## config.mk

```make
export PLATFORM = sky130hd
export DESIGN_NAME = ssp_device_flat
export DESIGN_NICKNAME = d
export VERILOG_FILES = /design/src/core/ssp_pkg.sv /design/src/core/ssp_if.sv /design/src/core/ssp_device.sv /design/src/core/ssp_sync.sv /design/src/flat_wrapper.sv
export SDC_FILE = /design/constraint.sdc
export NUM_CORES = 1
export LEC_CHECK = 0
export ABC_AREA = 1
export BUFFER_PORTS_ARGS = -buffer_cell sky130_fd_sc_hd__clkbuf_2
export CORE_MARGIN = 1
export CORE_UTILIZATION = 56
export DETAILED_ROUTE_END_ITERATION = 8
export HOLD_SLACK_MARGIN = 0.06
export PLACE_DENSITY_LB_ADDON = 0.2
export SETUP_SLACK_MARGIN = 0.3
export SYNTH_ARGS = -nofsm -noshare
export SYNTH_HDL_FRONTEND = slang
export SYNTH_HIERARCHICAL = 1
export SYNTH_SLANG_ARGS = --single-unit
```

## constraint.sdc

```tcl
create_clock -name clk_i -period 1.75 [get_ports clk_i]
set_input_delay 0.35 -clock clk_i [delete_from_list [all_inputs] [get_ports clk_i]]
set_output_delay 0.35 -clock clk_i [all_outputs]
set_load 0.02 [all_outputs]
```

## src/core/ssp_pkg.sv

```systemverilog
// Operation
// - Three host-driven lines, no readback path
// - Clock edges ignored while strobe high
// - Strobe rise latches data into addressed latch
// - Only last 21 shifted bits retained
// - No bit counting, any length accepted
// - Port works during any power-down
// - Latches kept through power-down
// - Host sends MSB first, address last
// - Last four bits address, 17 data
// - Decode on strobe rise, not clock
// - Addresses 0,1,4-8 select the latches
// - Test writes carry zeros; zeros restore
// - Host holds strobe low at power-up
// - Divider ratios preset 4500/65/8000/1040
// - Control presets ones except lock select
// - Host keeps strobe high at least 4 us
// - Shorter gap only with fast inputs
// - One power bit per synthesizer, variant polarity
// - Two bits select lock indicator source
// - Two bits select principal pump ratio
// - Converter latch holds 7-bit code
package ssp_pkg;

	////////////////////////////////////////////////////////////////////////////////
	// Frame layout
	localparam int FRAME_BITS = 21;
	localparam int DATA_BITS = 17;
	localparam int ADDR_BITS = 4;
	localparam int CODE_BITS = 7;

	////////////////////////////////////////////////////////////////////////////////
	// Latch addresses
	localparam logic [3:0] ADDR_TEST = 4'h0;
	localparam logic [3:0] ADDR_CONTROL = 4'h1;
	localparam logic [3:0] ADDR_PRIN_MAIN = 4'h4;
	localparam logic [3:0] ADDR_PRIN_REF = 4'h5;
	localparam logic [3:0] ADDR_AUX_MAIN = 4'h6;
	localparam logic [3:0] ADDR_AUX_REF = 4'h7;
	localparam logic [3:0] ADDR_CONVERTER = 4'h8;

	////////////////////////////////////////////////////////////////////////////////
	// Control field positions
	localparam int CTL_LOCK_SEL_PRINCIPAL = 12;
	localparam int CTL_LOCK_SEL_AUXILIARY = 11;
	localparam int CTL_PUMP_RATIO_HI = 10;
	localparam int CTL_PUMP_RATIO_LO = 9;
	localparam int CTL_AUX_POWER = 8;
	localparam int CTL_PRIN_POWER = 7;

	////////////////////////////////////////////////////////////////////////////////
	// Power-on presets
	localparam logic [16:0] RST_TEST = 17'h00000;
	localparam logic [16:0] RST_CONTROL = 17'h1E7FF;
	localparam logic [16:0] RST_PRIN_MAIN = 17'h01194;
	localparam logic [16:0] RST_PRIN_REF = 17'h00041;
	localparam logic [16:0] RST_AUX_MAIN = 17'h01F40;
	localparam logic [16:0] RST_AUX_REF = 17'h00410;
	localparam logic [16:0] RST_CONVERTER = 17'h00000;

	////////////////////////////////////////////////////////////////////////////////
	// Timing
	localparam int CLK_PERIOD_NS = 8;
	localparam int STROBE_GAP_NS = 4000;
	localparam int STROBE_GAP_CYC = (STROBE_GAP_NS + CLK_PERIOD_NS - 1) / CLK_PERIOD_NS;
	localparam int SCLK_HALF_CYC = 10;
	localparam int SYNC_STAGES = 2;

endpackage

```

## src/core/ssp_if.sv

```systemverilog
`timescale 1ns/1ps
`default_nettype none
// Three host-driven programming lines
interface ssp_if;
	logic sdata;
	logic sclk;
	logic strobe_n;

	modport host (output sdata, output sclk, output strobe_n);
	modport dev (input sdata, input sclk, input strobe_n);
endinterface
`default_nettype wire

```

## src/core/ssp_device.sv

```systemverilog
`timescale 1ns/1ps
`default_nettype none
// Synthesizer end of the programming port
module ssp_device #(
	parameter bit POWER_ACTIVE_HIGH = 1'b1
) (
	input wire logic clk_i,
	input wire logic nrst_i,
	ssp_if.dev link,
	input wire logic prin_hw_on_i,
	input wire logic aux_hw_on_i,
	output logic [16:0] prin_main_ratio_o,
	output logic [16:0] prin_ref_ratio_o,
	output logic [16:0] aux_main_ratio_o,
	output logic [16:0] aux_ref_ratio_o,
	output logic [16:0] control_o,
	output logic [1:0] lock_src_o,
	output logic [1:0] pump_ratio_o,
	output logic prin_enable_o,
	output logic aux_enable_o,
	output logic [6:0] dac_code_o,
	output logic test_mode_o,
	output logic update_o,
	output logic [3:0] update_addr_o
);

	////////////////////////////////////////////////////////////////////////////////
	// Pin synchronisation

	// Lane order: strobe, clock, data, principal pin, auxiliary pin
	localparam int PIN_COUNT = 5;
	// Idle levels: strobe high, clock and data low, power pins on
	localparam logic [PIN_COUNT-1:0] PIN_RESET = 5'h13;

	logic [PIN_COUNT-1:0] pin_raw;
	logic [PIN_COUNT-1:0] pin_sync;
	logic strobe_n_s;
	logic sclk_s;
	logic sdata_s;
	logic prin_hw_on_s;
	logic aux_hw_on_s;

	// All three lines are inputs only
	assign pin_raw = {link.strobe_n, link.sclk, link.sdata, prin_hw_on_i, aux_hw_on_i};

	ssp_sync #(
		.WIDTH(PIN_COUNT),
		.RESET_VAL(PIN_RESET)
	) u_sync (
		.clk_i(clk_i),
		.nrst_i(nrst_i),
		.d_i(pin_raw),
		.q_o(pin_sync)
	);

	assign strobe_n_s = pin_sync[4];
	assign sclk_s = pin_sync[3];
	assign sdata_s = pin_sync[2];
	assign prin_hw_on_s = pin_sync[1];
	assign aux_hw_on_s = pin_sync[0];

	////////////////////////////////////////////////////////////////////////////////
	// Edge detection

	logic sclk_prev_reg;
	logic strobe_prev_reg;
	logic shift_evt;
	logic release_evt;

	// Previous synchronised levels
	always_ff @(posedge clk_i) begin
		if (!nrst_i) begin
			sclk_prev_reg <= 1'b0;
			strobe_prev_reg <= 1'b1;
		end else begin
			sclk_prev_reg <= sclk_s;
			strobe_prev_reg <= strobe_n_s;
		end
	end

	// Clock rise counts only while strobe is low
	assign shift_evt = sclk_s && !sclk_prev_reg && !strobe_n_s;
	// Strobe low-to-high is the load moment
	assign release_evt = strobe_n_s && !strobe_prev_reg;

	////////////////////////////////////////////////////////////////////////////////
	// Shift register

	logic [ssp_pkg::FRAME_BITS-1:0] shift_reg;
	logic [ssp_pkg::FRAME_BITS-1:0] shift_next;
	logic [ssp_pkg::DATA_BITS-1:0] frame_data;
	logic [ssp_pkg::ADDR_BITS-1:0] frame_addr;

	// Oldest bit falls off the top, no bit count kept
	assign shift_next = {shift_reg[ssp_pkg::FRAME_BITS-2:0], sdata_s};

	// Shifting is independent of power state
	always_ff @(posedge clk_i) begin
		if (!nrst_i) begin
			shift_reg <= '0;
		end else if (shift_evt) begin
			shift_reg <= shift_next;
		end
	end

	// Data leads, address trails
	assign frame_addr = shift_reg[ssp_pkg::ADDR_BITS-1:0];
	assign frame_data = shift_reg[ssp_pkg::FRAME_BITS-1:ssp_pkg::ADDR_BITS];

	////////////////////////////////////////////////////////////////////////////////
	// Address decode

	function automatic logic ssp_addr_known(input logic [3:0] addr);
		unique case (addr)
			ssp_pkg::ADDR_TEST,
			ssp_pkg::ADDR_CONTROL,
			ssp_pkg::ADDR_PRIN_MAIN,
			ssp_pkg::ADDR_PRIN_REF,
			ssp_pkg::ADDR_AUX_MAIN,
			ssp_pkg::ADDR_AUX_REF,
			ssp_pkg::ADDR_CONVERTER: ssp_addr_known = 1'b1;
			default: ssp_addr_known = 1'b0;
		endcase
	endfunction

	logic load_ok;

	// Unknown addresses are dropped
	assign load_ok = release_evt && ssp_addr_known(frame_addr);

	////////////////////////////////////////////////////////////////////////////////
	// Latches

	logic [16:0] test_latch_reg;
	logic [16:0] control_latch_reg;
	logic [16:0] principal_main_ratio_reg;
	logic [16:0] principal_ref_ratio_reg;
	logic [16:0] auxiliary_main_ratio_reg;
	logic [16:0] auxiliary_ref_ratio_reg;
	logic [16:0] converter_code_reg;

	// Presets on reset, no clear on power-down
	always_ff @(posedge clk_i) begin
		if (!nrst_i) begin
			test_latch_reg <= ssp_pkg::RST_TEST;
			control_latch_reg <= ssp_pkg::RST_CONTROL;
			principal_main_ratio_reg <= ssp_pkg::RST_PRIN_MAIN;
			principal_ref_ratio_reg <= ssp_pkg::RST_PRIN_REF;
			auxiliary_main_ratio_reg <= ssp_pkg::RST_AUX_MAIN;
			auxiliary_ref_ratio_reg <= ssp_pkg::RST_AUX_REF;
			converter_code_reg <= ssp_pkg::RST_CONVERTER;
		end else if (load_ok) begin
			// Plain binary storage of the data field
			unique case (frame_addr)
				ssp_pkg::ADDR_TEST: test_latch_reg <= frame_data;
				ssp_pkg::ADDR_CONTROL: control_latch_reg <= frame_data;
				ssp_pkg::ADDR_PRIN_MAIN: principal_main_ratio_reg <= frame_data;
				ssp_pkg::ADDR_PRIN_REF: principal_ref_ratio_reg <= frame_data;
				ssp_pkg::ADDR_AUX_MAIN: auxiliary_main_ratio_reg <= frame_data;
				ssp_pkg::ADDR_AUX_REF: auxiliary_ref_ratio_reg <= frame_data;
				ssp_pkg::ADDR_CONVERTER: converter_code_reg <= frame_data;
				default: test_latch_reg <= test_latch_reg;
			endcase
		end
	end

	////////////////////////////////////////////////////////////////////////////////
	// Apply stage

	logic apply_reg;
	logic [3:0] apply_addr_reg;

	// One cycle after the latch, the new value goes out
	always_ff @(posedge clk_i) begin
		if (!nrst_i) begin
			apply_reg <= 1'b0;
			apply_addr_reg <= 4'h0;
		end else begin
			apply_reg <= load_ok;
			apply_addr_reg <= load_ok ? frame_addr : apply_addr_reg;
		end
	end

	// Divider ratios and converter code to the datapath
	always_ff @(posedge clk_i) begin
		if (!nrst_i) begin
			prin_main_ratio_o <= ssp_pkg::RST_PRIN_MAIN;
			prin_ref_ratio_o <= ssp_pkg::RST_PRIN_REF;
			aux_main_ratio_o <= ssp_pkg::RST_AUX_MAIN;
			aux_ref_ratio_o <= ssp_pkg::RST_AUX_REF;
			dac_code_o <= ssp_pkg::RST_CONVERTER[6:0];
			test_mode_o <= 1'b0;
		end else begin
			prin_main_ratio_o <= principal_main_ratio_reg;
			prin_ref_ratio_o <= principal_ref_ratio_reg;
			aux_main_ratio_o <= auxiliary_main_ratio_reg;
			aux_ref_ratio_o <= auxiliary_ref_ratio_reg;
			dac_code_o <= converter_code_reg[ssp_pkg::CODE_BITS-1:0];
			test_mode_o <= |test_latch_reg;
		end
	end

	// Control fields to the analogue side
	always_ff @(posedge clk_i) begin
		if (!nrst_i) begin
			control_o <= ssp_pkg::RST_CONTROL;
			lock_src_o <= 2'h0;
			pump_ratio_o <= 2'h3;
		end else begin
			control_o <= control_latch_reg;
			lock_src_o <= {control_latch_reg[ssp_pkg::CTL_LOCK_SEL_PRINCIPAL],
				control_latch_reg[ssp_pkg::CTL_LOCK_SEL_AUXILIARY]};
			pump_ratio_o <= {control_latch_reg[ssp_pkg::CTL_PUMP_RATIO_HI],
				control_latch_reg[ssp_pkg::CTL_PUMP_RATIO_LO]};
		end
	end

	// Software bit in variant polarity, gated by the hardware pin
	always_ff @(posedge clk_i) begin
		if (!nrst_i) begin
			prin_enable_o <= 1'b0;
			aux_enable_o <= 1'b0;
		end else begin
			prin_enable_o <= prin_hw_on_s &&
				(control_latch_reg[ssp_pkg::CTL_PRIN_POWER] == POWER_ACTIVE_HIGH);
			aux_enable_o <= aux_hw_on_s &&
				(control_latch_reg[ssp_pkg::CTL_AUX_POWER] == POWER_ACTIVE_HIGH);
		end
	end

	// Update notice for the consuming logic
	assign update_o = apply_reg;
	assign update_addr_o = apply_addr_reg;

endmodule
`default_nettype wire

```

## src/core/ssp_sync.sv

```systemverilog
`timescale 1ns/1ps
`default_nettype none
// Two-flop synchroniser, one lane per bit
module ssp_sync #(
	parameter int WIDTH = 1,
	parameter logic [WIDTH-1:0] RESET_VAL = '0
) (
	input wire logic clk_i,
	input wire logic nrst_i,
	input wire logic [WIDTH-1:0] d_i,
	output logic [WIDTH-1:0] q_o
);

	// A lane count below one leaves nothing to synchronise
	if (WIDTH < 1) begin : g_chk
		$error("ssp_sync width out of range");
	end

	logic [WIDTH-1:0] meta_reg;

	// First stage read only by the second
	always_ff @(posedge clk_i) begin
		if (!nrst_i) begin
			meta_reg <= RESET_VAL;
			q_o <= RESET_VAL;
		end else begin
			meta_reg <= d_i;
			q_o <= meta_reg;
		end
	end

endmodule
`default_nettype wire

```

## src/flat_wrapper.sv

```systemverilog
// flat-port wrapper written by rule: the top's interface ports become plain ports
module ssp_device_flat 
#(
	parameter bit POWER_ACTIVE_HIGH = 1'b1
)
  (clk_i, nrst_i, prin_hw_on_i, aux_hw_on_i, prin_main_ratio_o, prin_ref_ratio_o, aux_main_ratio_o, aux_ref_ratio_o, control_o, lock_src_o, pump_ratio_o, prin_enable_o, aux_enable_o, dac_code_o, test_mode_o, update_o, update_addr_o, link_sdata, link_sclk, link_strobe_n);
  ssp_if link_i ();
  input wire logic clk_i;
  input wire logic nrst_i;
  input wire logic prin_hw_on_i;
  input wire logic aux_hw_on_i;
  output logic [16:0] prin_main_ratio_o;
  output logic [16:0] prin_ref_ratio_o;
  output logic [16:0] aux_main_ratio_o;
  output logic [16:0] aux_ref_ratio_o;
  output logic [16:0] control_o;
  output logic [1:0] lock_src_o;
  output logic [1:0] pump_ratio_o;
  output logic prin_enable_o;
  output logic aux_enable_o;
  output logic [6:0] dac_code_o;
  output logic test_mode_o;
  output logic update_o;
  output logic [3:0] update_addr_o;
  input wire logic [$bits(link_i.sdata)-1:0] link_sdata;
  input wire logic [$bits(link_i.sclk)-1:0] link_sclk;
  input wire logic [$bits(link_i.strobe_n)-1:0] link_strobe_n;
  assign link_i.sdata = link_sdata;
  assign link_i.sclk = link_sclk;
  assign link_i.strobe_n = link_strobe_n;
  ssp_device #(.POWER_ACTIVE_HIGH(POWER_ACTIVE_HIGH)) u_core (.clk_i(clk_i), .nrst_i(nrst_i), .link(link_i), .prin_hw_on_i(prin_hw_on_i), .aux_hw_on_i(aux_hw_on_i), .prin_main_ratio_o(prin_main_ratio_o), .prin_ref_ratio_o(prin_ref_ratio_o), .aux_main_ratio_o(aux_main_ratio_o), .aux_ref_ratio_o(aux_ref_ratio_o), .control_o(control_o), .lock_src_o(lock_src_o), .pump_ratio_o(pump_ratio_o), .prin_enable_o(prin_enable_o), .aux_enable_o(aux_enable_o), .dac_code_o(dac_code_o), .test_mode_o(test_mode_o), .update_o(update_o), .update_addr_o(update_addr_o));
endmodule
```

## Word level (Yosys, flattened, before mapping)

Index checks and enable logic that the tools add are counted.

| storage, ports and cells | value |
|---|---|
| register bits after elaboration | 246 |
| bits in latches | 0 |
| memory bits (writable) | 0 |
| memory bits (read-only) | 0 |
| output and inout port bits | 104 |
| logic and storage cells | 51 |
| memories kept | 0 |

| cells by class | value |
|---|---|
| add/sub/neg operators | 0 |
| multiply operators | 0 |
| div/mod/pow operators | 0 |
| magnitude comparators | 0 |
| eq/ne operators | 6 |
| shift-type cells | 0 |
| mux-type cells | 1 |
| bitwise operators | 0 |
| reduce and logical (&&, ||, !) cells | 19 |

Operators with widths:

| operator | number |
|---|---|
| OR reduction 17 bit | 1 |
| equality test 4 x 3 -> 1 bit (second input constant) | 4 |
| AND reduction 2 bit | 7 |
| OR reduction 7 bit | 1 |
| logical AND 1 bit | 6 |
| equality test 4 x 1 -> 1 bit (second input constant) | 1 |
| equality test 4 bit (second input constant) | 1 |
| logical NOT 4 bit | 1 |
| logical NOT 1 bit | 3 |
| 2-to-1 mux 1 bit | 1 |

## Depth between registers and ports, before layout

| logic depth | value |
|---|---|
| word-level depth | 5 |
| mapped depth | 8 |

## Cells and area by module

The synthesis kept the hierarchy.

By module, submodules not included:

| module | instances | cells each | area each (µm²) |
|---|---|---|---|
| ssp_device | 1 | 1011 | 7945.1 |
| ssp_sync | 1 | 31 | 286.5 |

## Worst setup path after synthesis

OpenSTA, ideal clock, no wires.

| timing path | value |
|---|---|
| kind | register to register |
| from | register u_core.strobe_prev_reg |
| to | register u_core.control_latch_reg[7] |
| library setup time | 130 ps |
| data arrival time | 1123 ps |
| setup slack | 497 ps |
| cell stages (with the launch flop) | 8 |
| path buffers | 1 |
| clock period less this slack | 1253 ps |
| cells stage by stage | dfxtp_1 > inv_1 > nand2_1 > nor2_1 > nand3_1 > buf_2 > nand2_1 > nand3_1 |

| on the way | value |
|---|---|
| word-level cells in the longest chain between the ends | 4 |

Ends and longest elaborated chain:

| what | RTL line | source |
|---|---|---|
| start, declared | ssp_device.sv:66 | `logic strobe_prev_reg;` |
| start signal, assigned | ssp_device.sv:77 | `strobe_prev_reg <= strobe_n_s;` |
| logical NOT 1 bit | ssp_device.sv:84 | `assign release_evt = strobe_n_s && !strobe_prev_reg;` |
| logical AND 1 bit | ssp_device.sv:84 |  |
| logical AND 1 bit | ssp_device.sv:129 | `assign load_ok = release_evt && ssp_addr_known(frame_addr);` |
| AND reduction 2 bit (no line) | n/a |  |
| end signal, assigned | ssp_device.sv:146 | `control_latch_reg <= ssp_pkg::RST_CONTROL;` |
| end signal, assigned | ssp_device.sv:156 | `ssp_pkg::ADDR_CONTROL: control_latch_reg <= frame_data;` |
| end, declared | ssp_device.sv:135 | `logic [16:0] control_latch_reg;` |

Every way passes these cells.
A chain may end at the register's enable or synchronous reset.

## Worst setup path after layout

| timing path | value |
|---|---|
| from | register u_core.apply_addr_reg[1], in the netlist u_core/update_addr_o[1] |
| to | output port update_addr_o[1] |

RTL lines:

| what | RTL line | source |
|---|---|---|
| start, declared | ssp_device.sv:171 | `logic [3:0] apply_addr_reg;` |
| start signal, assigned | ssp_device.sv:180 | `apply_addr_reg <= load_ok ? frame_addr : apply_addr_reg;` |
| end, declared | flat_wrapper.sv:24 | `output logic [3:0] update_addr_o;` |

No word-level cell between the ends.

==> impl_metrics.env <==
export IMPL_seq_area_um2=4850
export IMPL_highest_layer="met4"
export IMPL_layout_drive_gt1_share_pct=18.2
export IMPL_worst_pin_slew_ns=0.602
export IMPL_critPathMaxStageDelay_ns=0.36
export IMPL_dieArea_um2=15200
export IMPL_die_h_um=123
export IMPL_critical_path_class="reg2out"
export IMPL_power_density_nw_per_um2=1110
export IMPL_drt_initial_drc_count=563
export IMPL_yosys_warnings=6
export IMPL_nNetsFinal=1140
export IMPL_grt_max_degree=112
export IMPL_grt_pass1_vias=5478
export IMPL_setup_worst_path_end_class="primary output"
export IMPL_numCtsBuffers=24
export IMPL_period_share_pct=80.4
export IMPL_initial_utilization_pct=58.4
export IMPL_finClkSkew_ns=0.0155
export IMPL_cts_root_buf="clkbuf_16"
export IMPL_first_pass_iters=5
export IMPL_design_area_um2=9730
export IMPL_syn_area_um2=8230
export IMPL_insertion_delay_ns=0.51
export IMPL_cts_clk_slew_worst_paths_ns=0.06
export IMPL_wl_met2_mm=8.20
export IMPL_hp_class="in2reg"
export IMPL_p_leak_nw=5.12
export IMPL_finalHoldViolations=0
export IMPL_num_fill_cells=1173
export IMPL_yosysSeqAreaShare_pct=58.9
export IMPL_grt_first_pass_wirelength_mm=27.4
export IMPL_cts_sinks=242
export IMPL_grt_antenna_before_repair=0
export IMPL_max_freq_ghz=0.711
export IMPL_worstPathArrival_ns=1.06
export IMPL_port_buffers=110
export IMPL_timing_slew_headroom_pct=59.8
export IMPL_drcViolationCount=0
export IMPL_cp_start_kind="flop"
export IMPL_viasPerCell=4.77
export IMPL_area_delta_synth_final_pct=18.2
export IMPL_ys_ff_latch=242
export IMPL_dr_wl_met3_um=882
export IMPL_h_tree_depth=1
export IMPL_avgSynthCellArea_um2=7.90
export IMPL_outcome="finished clean"
export IMPL_crit_slowest_cell="dfxtp_1"
export IMPL_peakVddDrop_mv=0.844
export IMPL_die_w_um=123
export IMPL_finalCriticalPeriod_ns=1.41
export IMPL_synth_nets=1049
export IMPL_cp_cell_sequence="clkbuf_2"
export IMPL_place_hpwl_mm=10.3
export IMPL_maxSlewViolCount=0
export IMPL_rows=43
export IMPL_rsz0062_at_grt="true"
export IMPL_rrSetupSlack_ns=0.39
export IMPL_largest_reg_flops=21
export IMPL_overflow=0
export IMPL_synthCells=1042
export IMPL_cap_violations=0
export IMPL_drt_met1_wl_mm=7.79
export IMPL_placed_cell_area_um2=8830
export IMPL_antenna_left=0
export IMPL_clock_tree_buffer_depth=3
export IMPL_place_congestion=0.909
export IMPL_core_area_um2=14100
export IMPL_wire_per_inst_um=12.9
export IMPL_ios=111
export IMPL_ys_types=22
export IMPL_tns_ns=0
export IMPL_drt_wl_total_mm=17.1
export IMPL_worstPathMaxFanout=2
export IMPL_global_route_usage_total_pct=23.1
export IMPL_multi_input_area_um2=2490
export IMPL_crit_family="flip-flops"
export IMPL_setup_viol=0
export IMPL_n_antenna_cell=0
export IMPL_vias=6330
export IMPL_cp_required_ns=1.40
export IMPL_critical_path_buf_inv_count=1
export IMPL_cts_tree="yes"
[layout make-up]
type,count,area share (%)
Multi-Input combinational cell,580,25.6
Tap cell,180,2.31
Clock buffer,37,7.51
Timing Repair Buffer,132,8.32
Inverter,153,5.90
Sequential cell,242,49.8
Clock inverter,4,0.463
[cell usage after synthesis]
library cell	n	area share, %
nand2_1	283	13
nand3b_1	1	0.091
clkinv_1	1	0.046
dfxtp_1	242	59
buf_2	15	0.91
a21oi_1	51	3.1
inv_2	2	0.091
nor2_1	123	5.6
inv_1	150	6.8
or2_2	30	2.3
nor3_1	1	0.061
nand3_1	54	3.3
nor2_4	5	0.68
buf_4	10	0.91
buf_1	2	0.091
nor2_2	2	0.15
buf_6	3	0.41
nand4_2	1	0.15
o21ai_0	24	1.5
clkbuf_1	37	1.7
nand2_2	2	0.15
nand4_1	3	0.23
[final timing paths]
kind | start | end | cells past startpoint
setup reg to reg | u_core/shift_reg[3] | u_core/principal_ref_ratio_reg[7] | 6
hold reg to reg | u_core/u_sync/meta_reg[0] | u_core/u_sync/q_o[0] | 2
setup / recovery | u_core/update_addr_o[1] | update_addr_o[1] | 1
hold / removal | nrst_i | u_core/u_sync/q_o[4] | 3
[power by group]
group          internal (W)  leakage, nW  switching, W  total (W)
Combinational     0.0000732         2.77      0.000162   0.000235
Sequential          0.00555         1.96     0.0000345    0.00558
Clock               0.00300        0.384       0.00197    0.00497
[timing repair]
item,4_1_cts,5_1_grt
setup buffers,1,2
hold endpoints to repair,5,0
hold buffers,5,0
setup endpoints to repair,45,91
pin swaps,1,2
cloned,0,0
gates resized for setup,1,7
[layout by cell type (no fill, tap or decap)]
cell,count
clkbuf_2,109
nand3_1,54
nor2_4,5
nand3b_1,1
buf_6,1
clkbuf_8,6
clkinv_1,1
clkbuf_1,6
clkbuf_16,25
bufinv_16,1
nand4_2,1
nor2_2,3
nand4_1,3
dfxtp_1,238
dlygate4sd3_1,5
a21oi_1,51
nand2_1,283
clkinv_2,3
nor3_1,1
or2_2,30
nor2_1,122
inv_1,150
inv_2,2
buf_12,6
nand2_4,2
buf_4,11
dfxtp_2,4
o21ai_0,24
[logic make-up (layout without fill, tap and decap cells)]
family,after synthesis,after routing,synth area share (%)
buf+inv,220,326,11.0
simple gates,505,505,25.6
flops,242,242,58.9
compound gates,75,75,4.56
[stage by stage]
stage | setup WS (ns) | instances | utilization [%] | hold WS (ns) | total power (W)
global placement | 0.298 | 1279 | 62.7 | 0.382 | 0.00593
floorplan | 0.497 | 1042 | - | 0.380 | 0.00586
global route | 0.299 | 1328 | 69.0 | 0.313 | 0.0112
detailed placement | 0.284 | 1279 | 62.7 | 0.386 | 0.00593
CTS | 0.235 | 1326 | 68.7 | 0.301 | 0.0109
finish | 0.343 | 1328 | 69.0 | 0.302 | 0.0108
[worst register-to-register path, delay by kind of cell, from the launching register on]
kind / cells / cell delay, ns
simple gates: 3 / 0.43
flops: 1 / 0.36
buf+inv: 2 / 0.32
compound gates: 1 / 0.17
[layer usage]
layer / track usage (%) / up-vias
met3: 3.23 / 17
met4: 6.70 / 0
li1: - / 3269
met1: 31.9 / 2864
met5: 0 / -
met2: 37.7 / 180
Note: power is estimated with default switching activity, not from simulation.
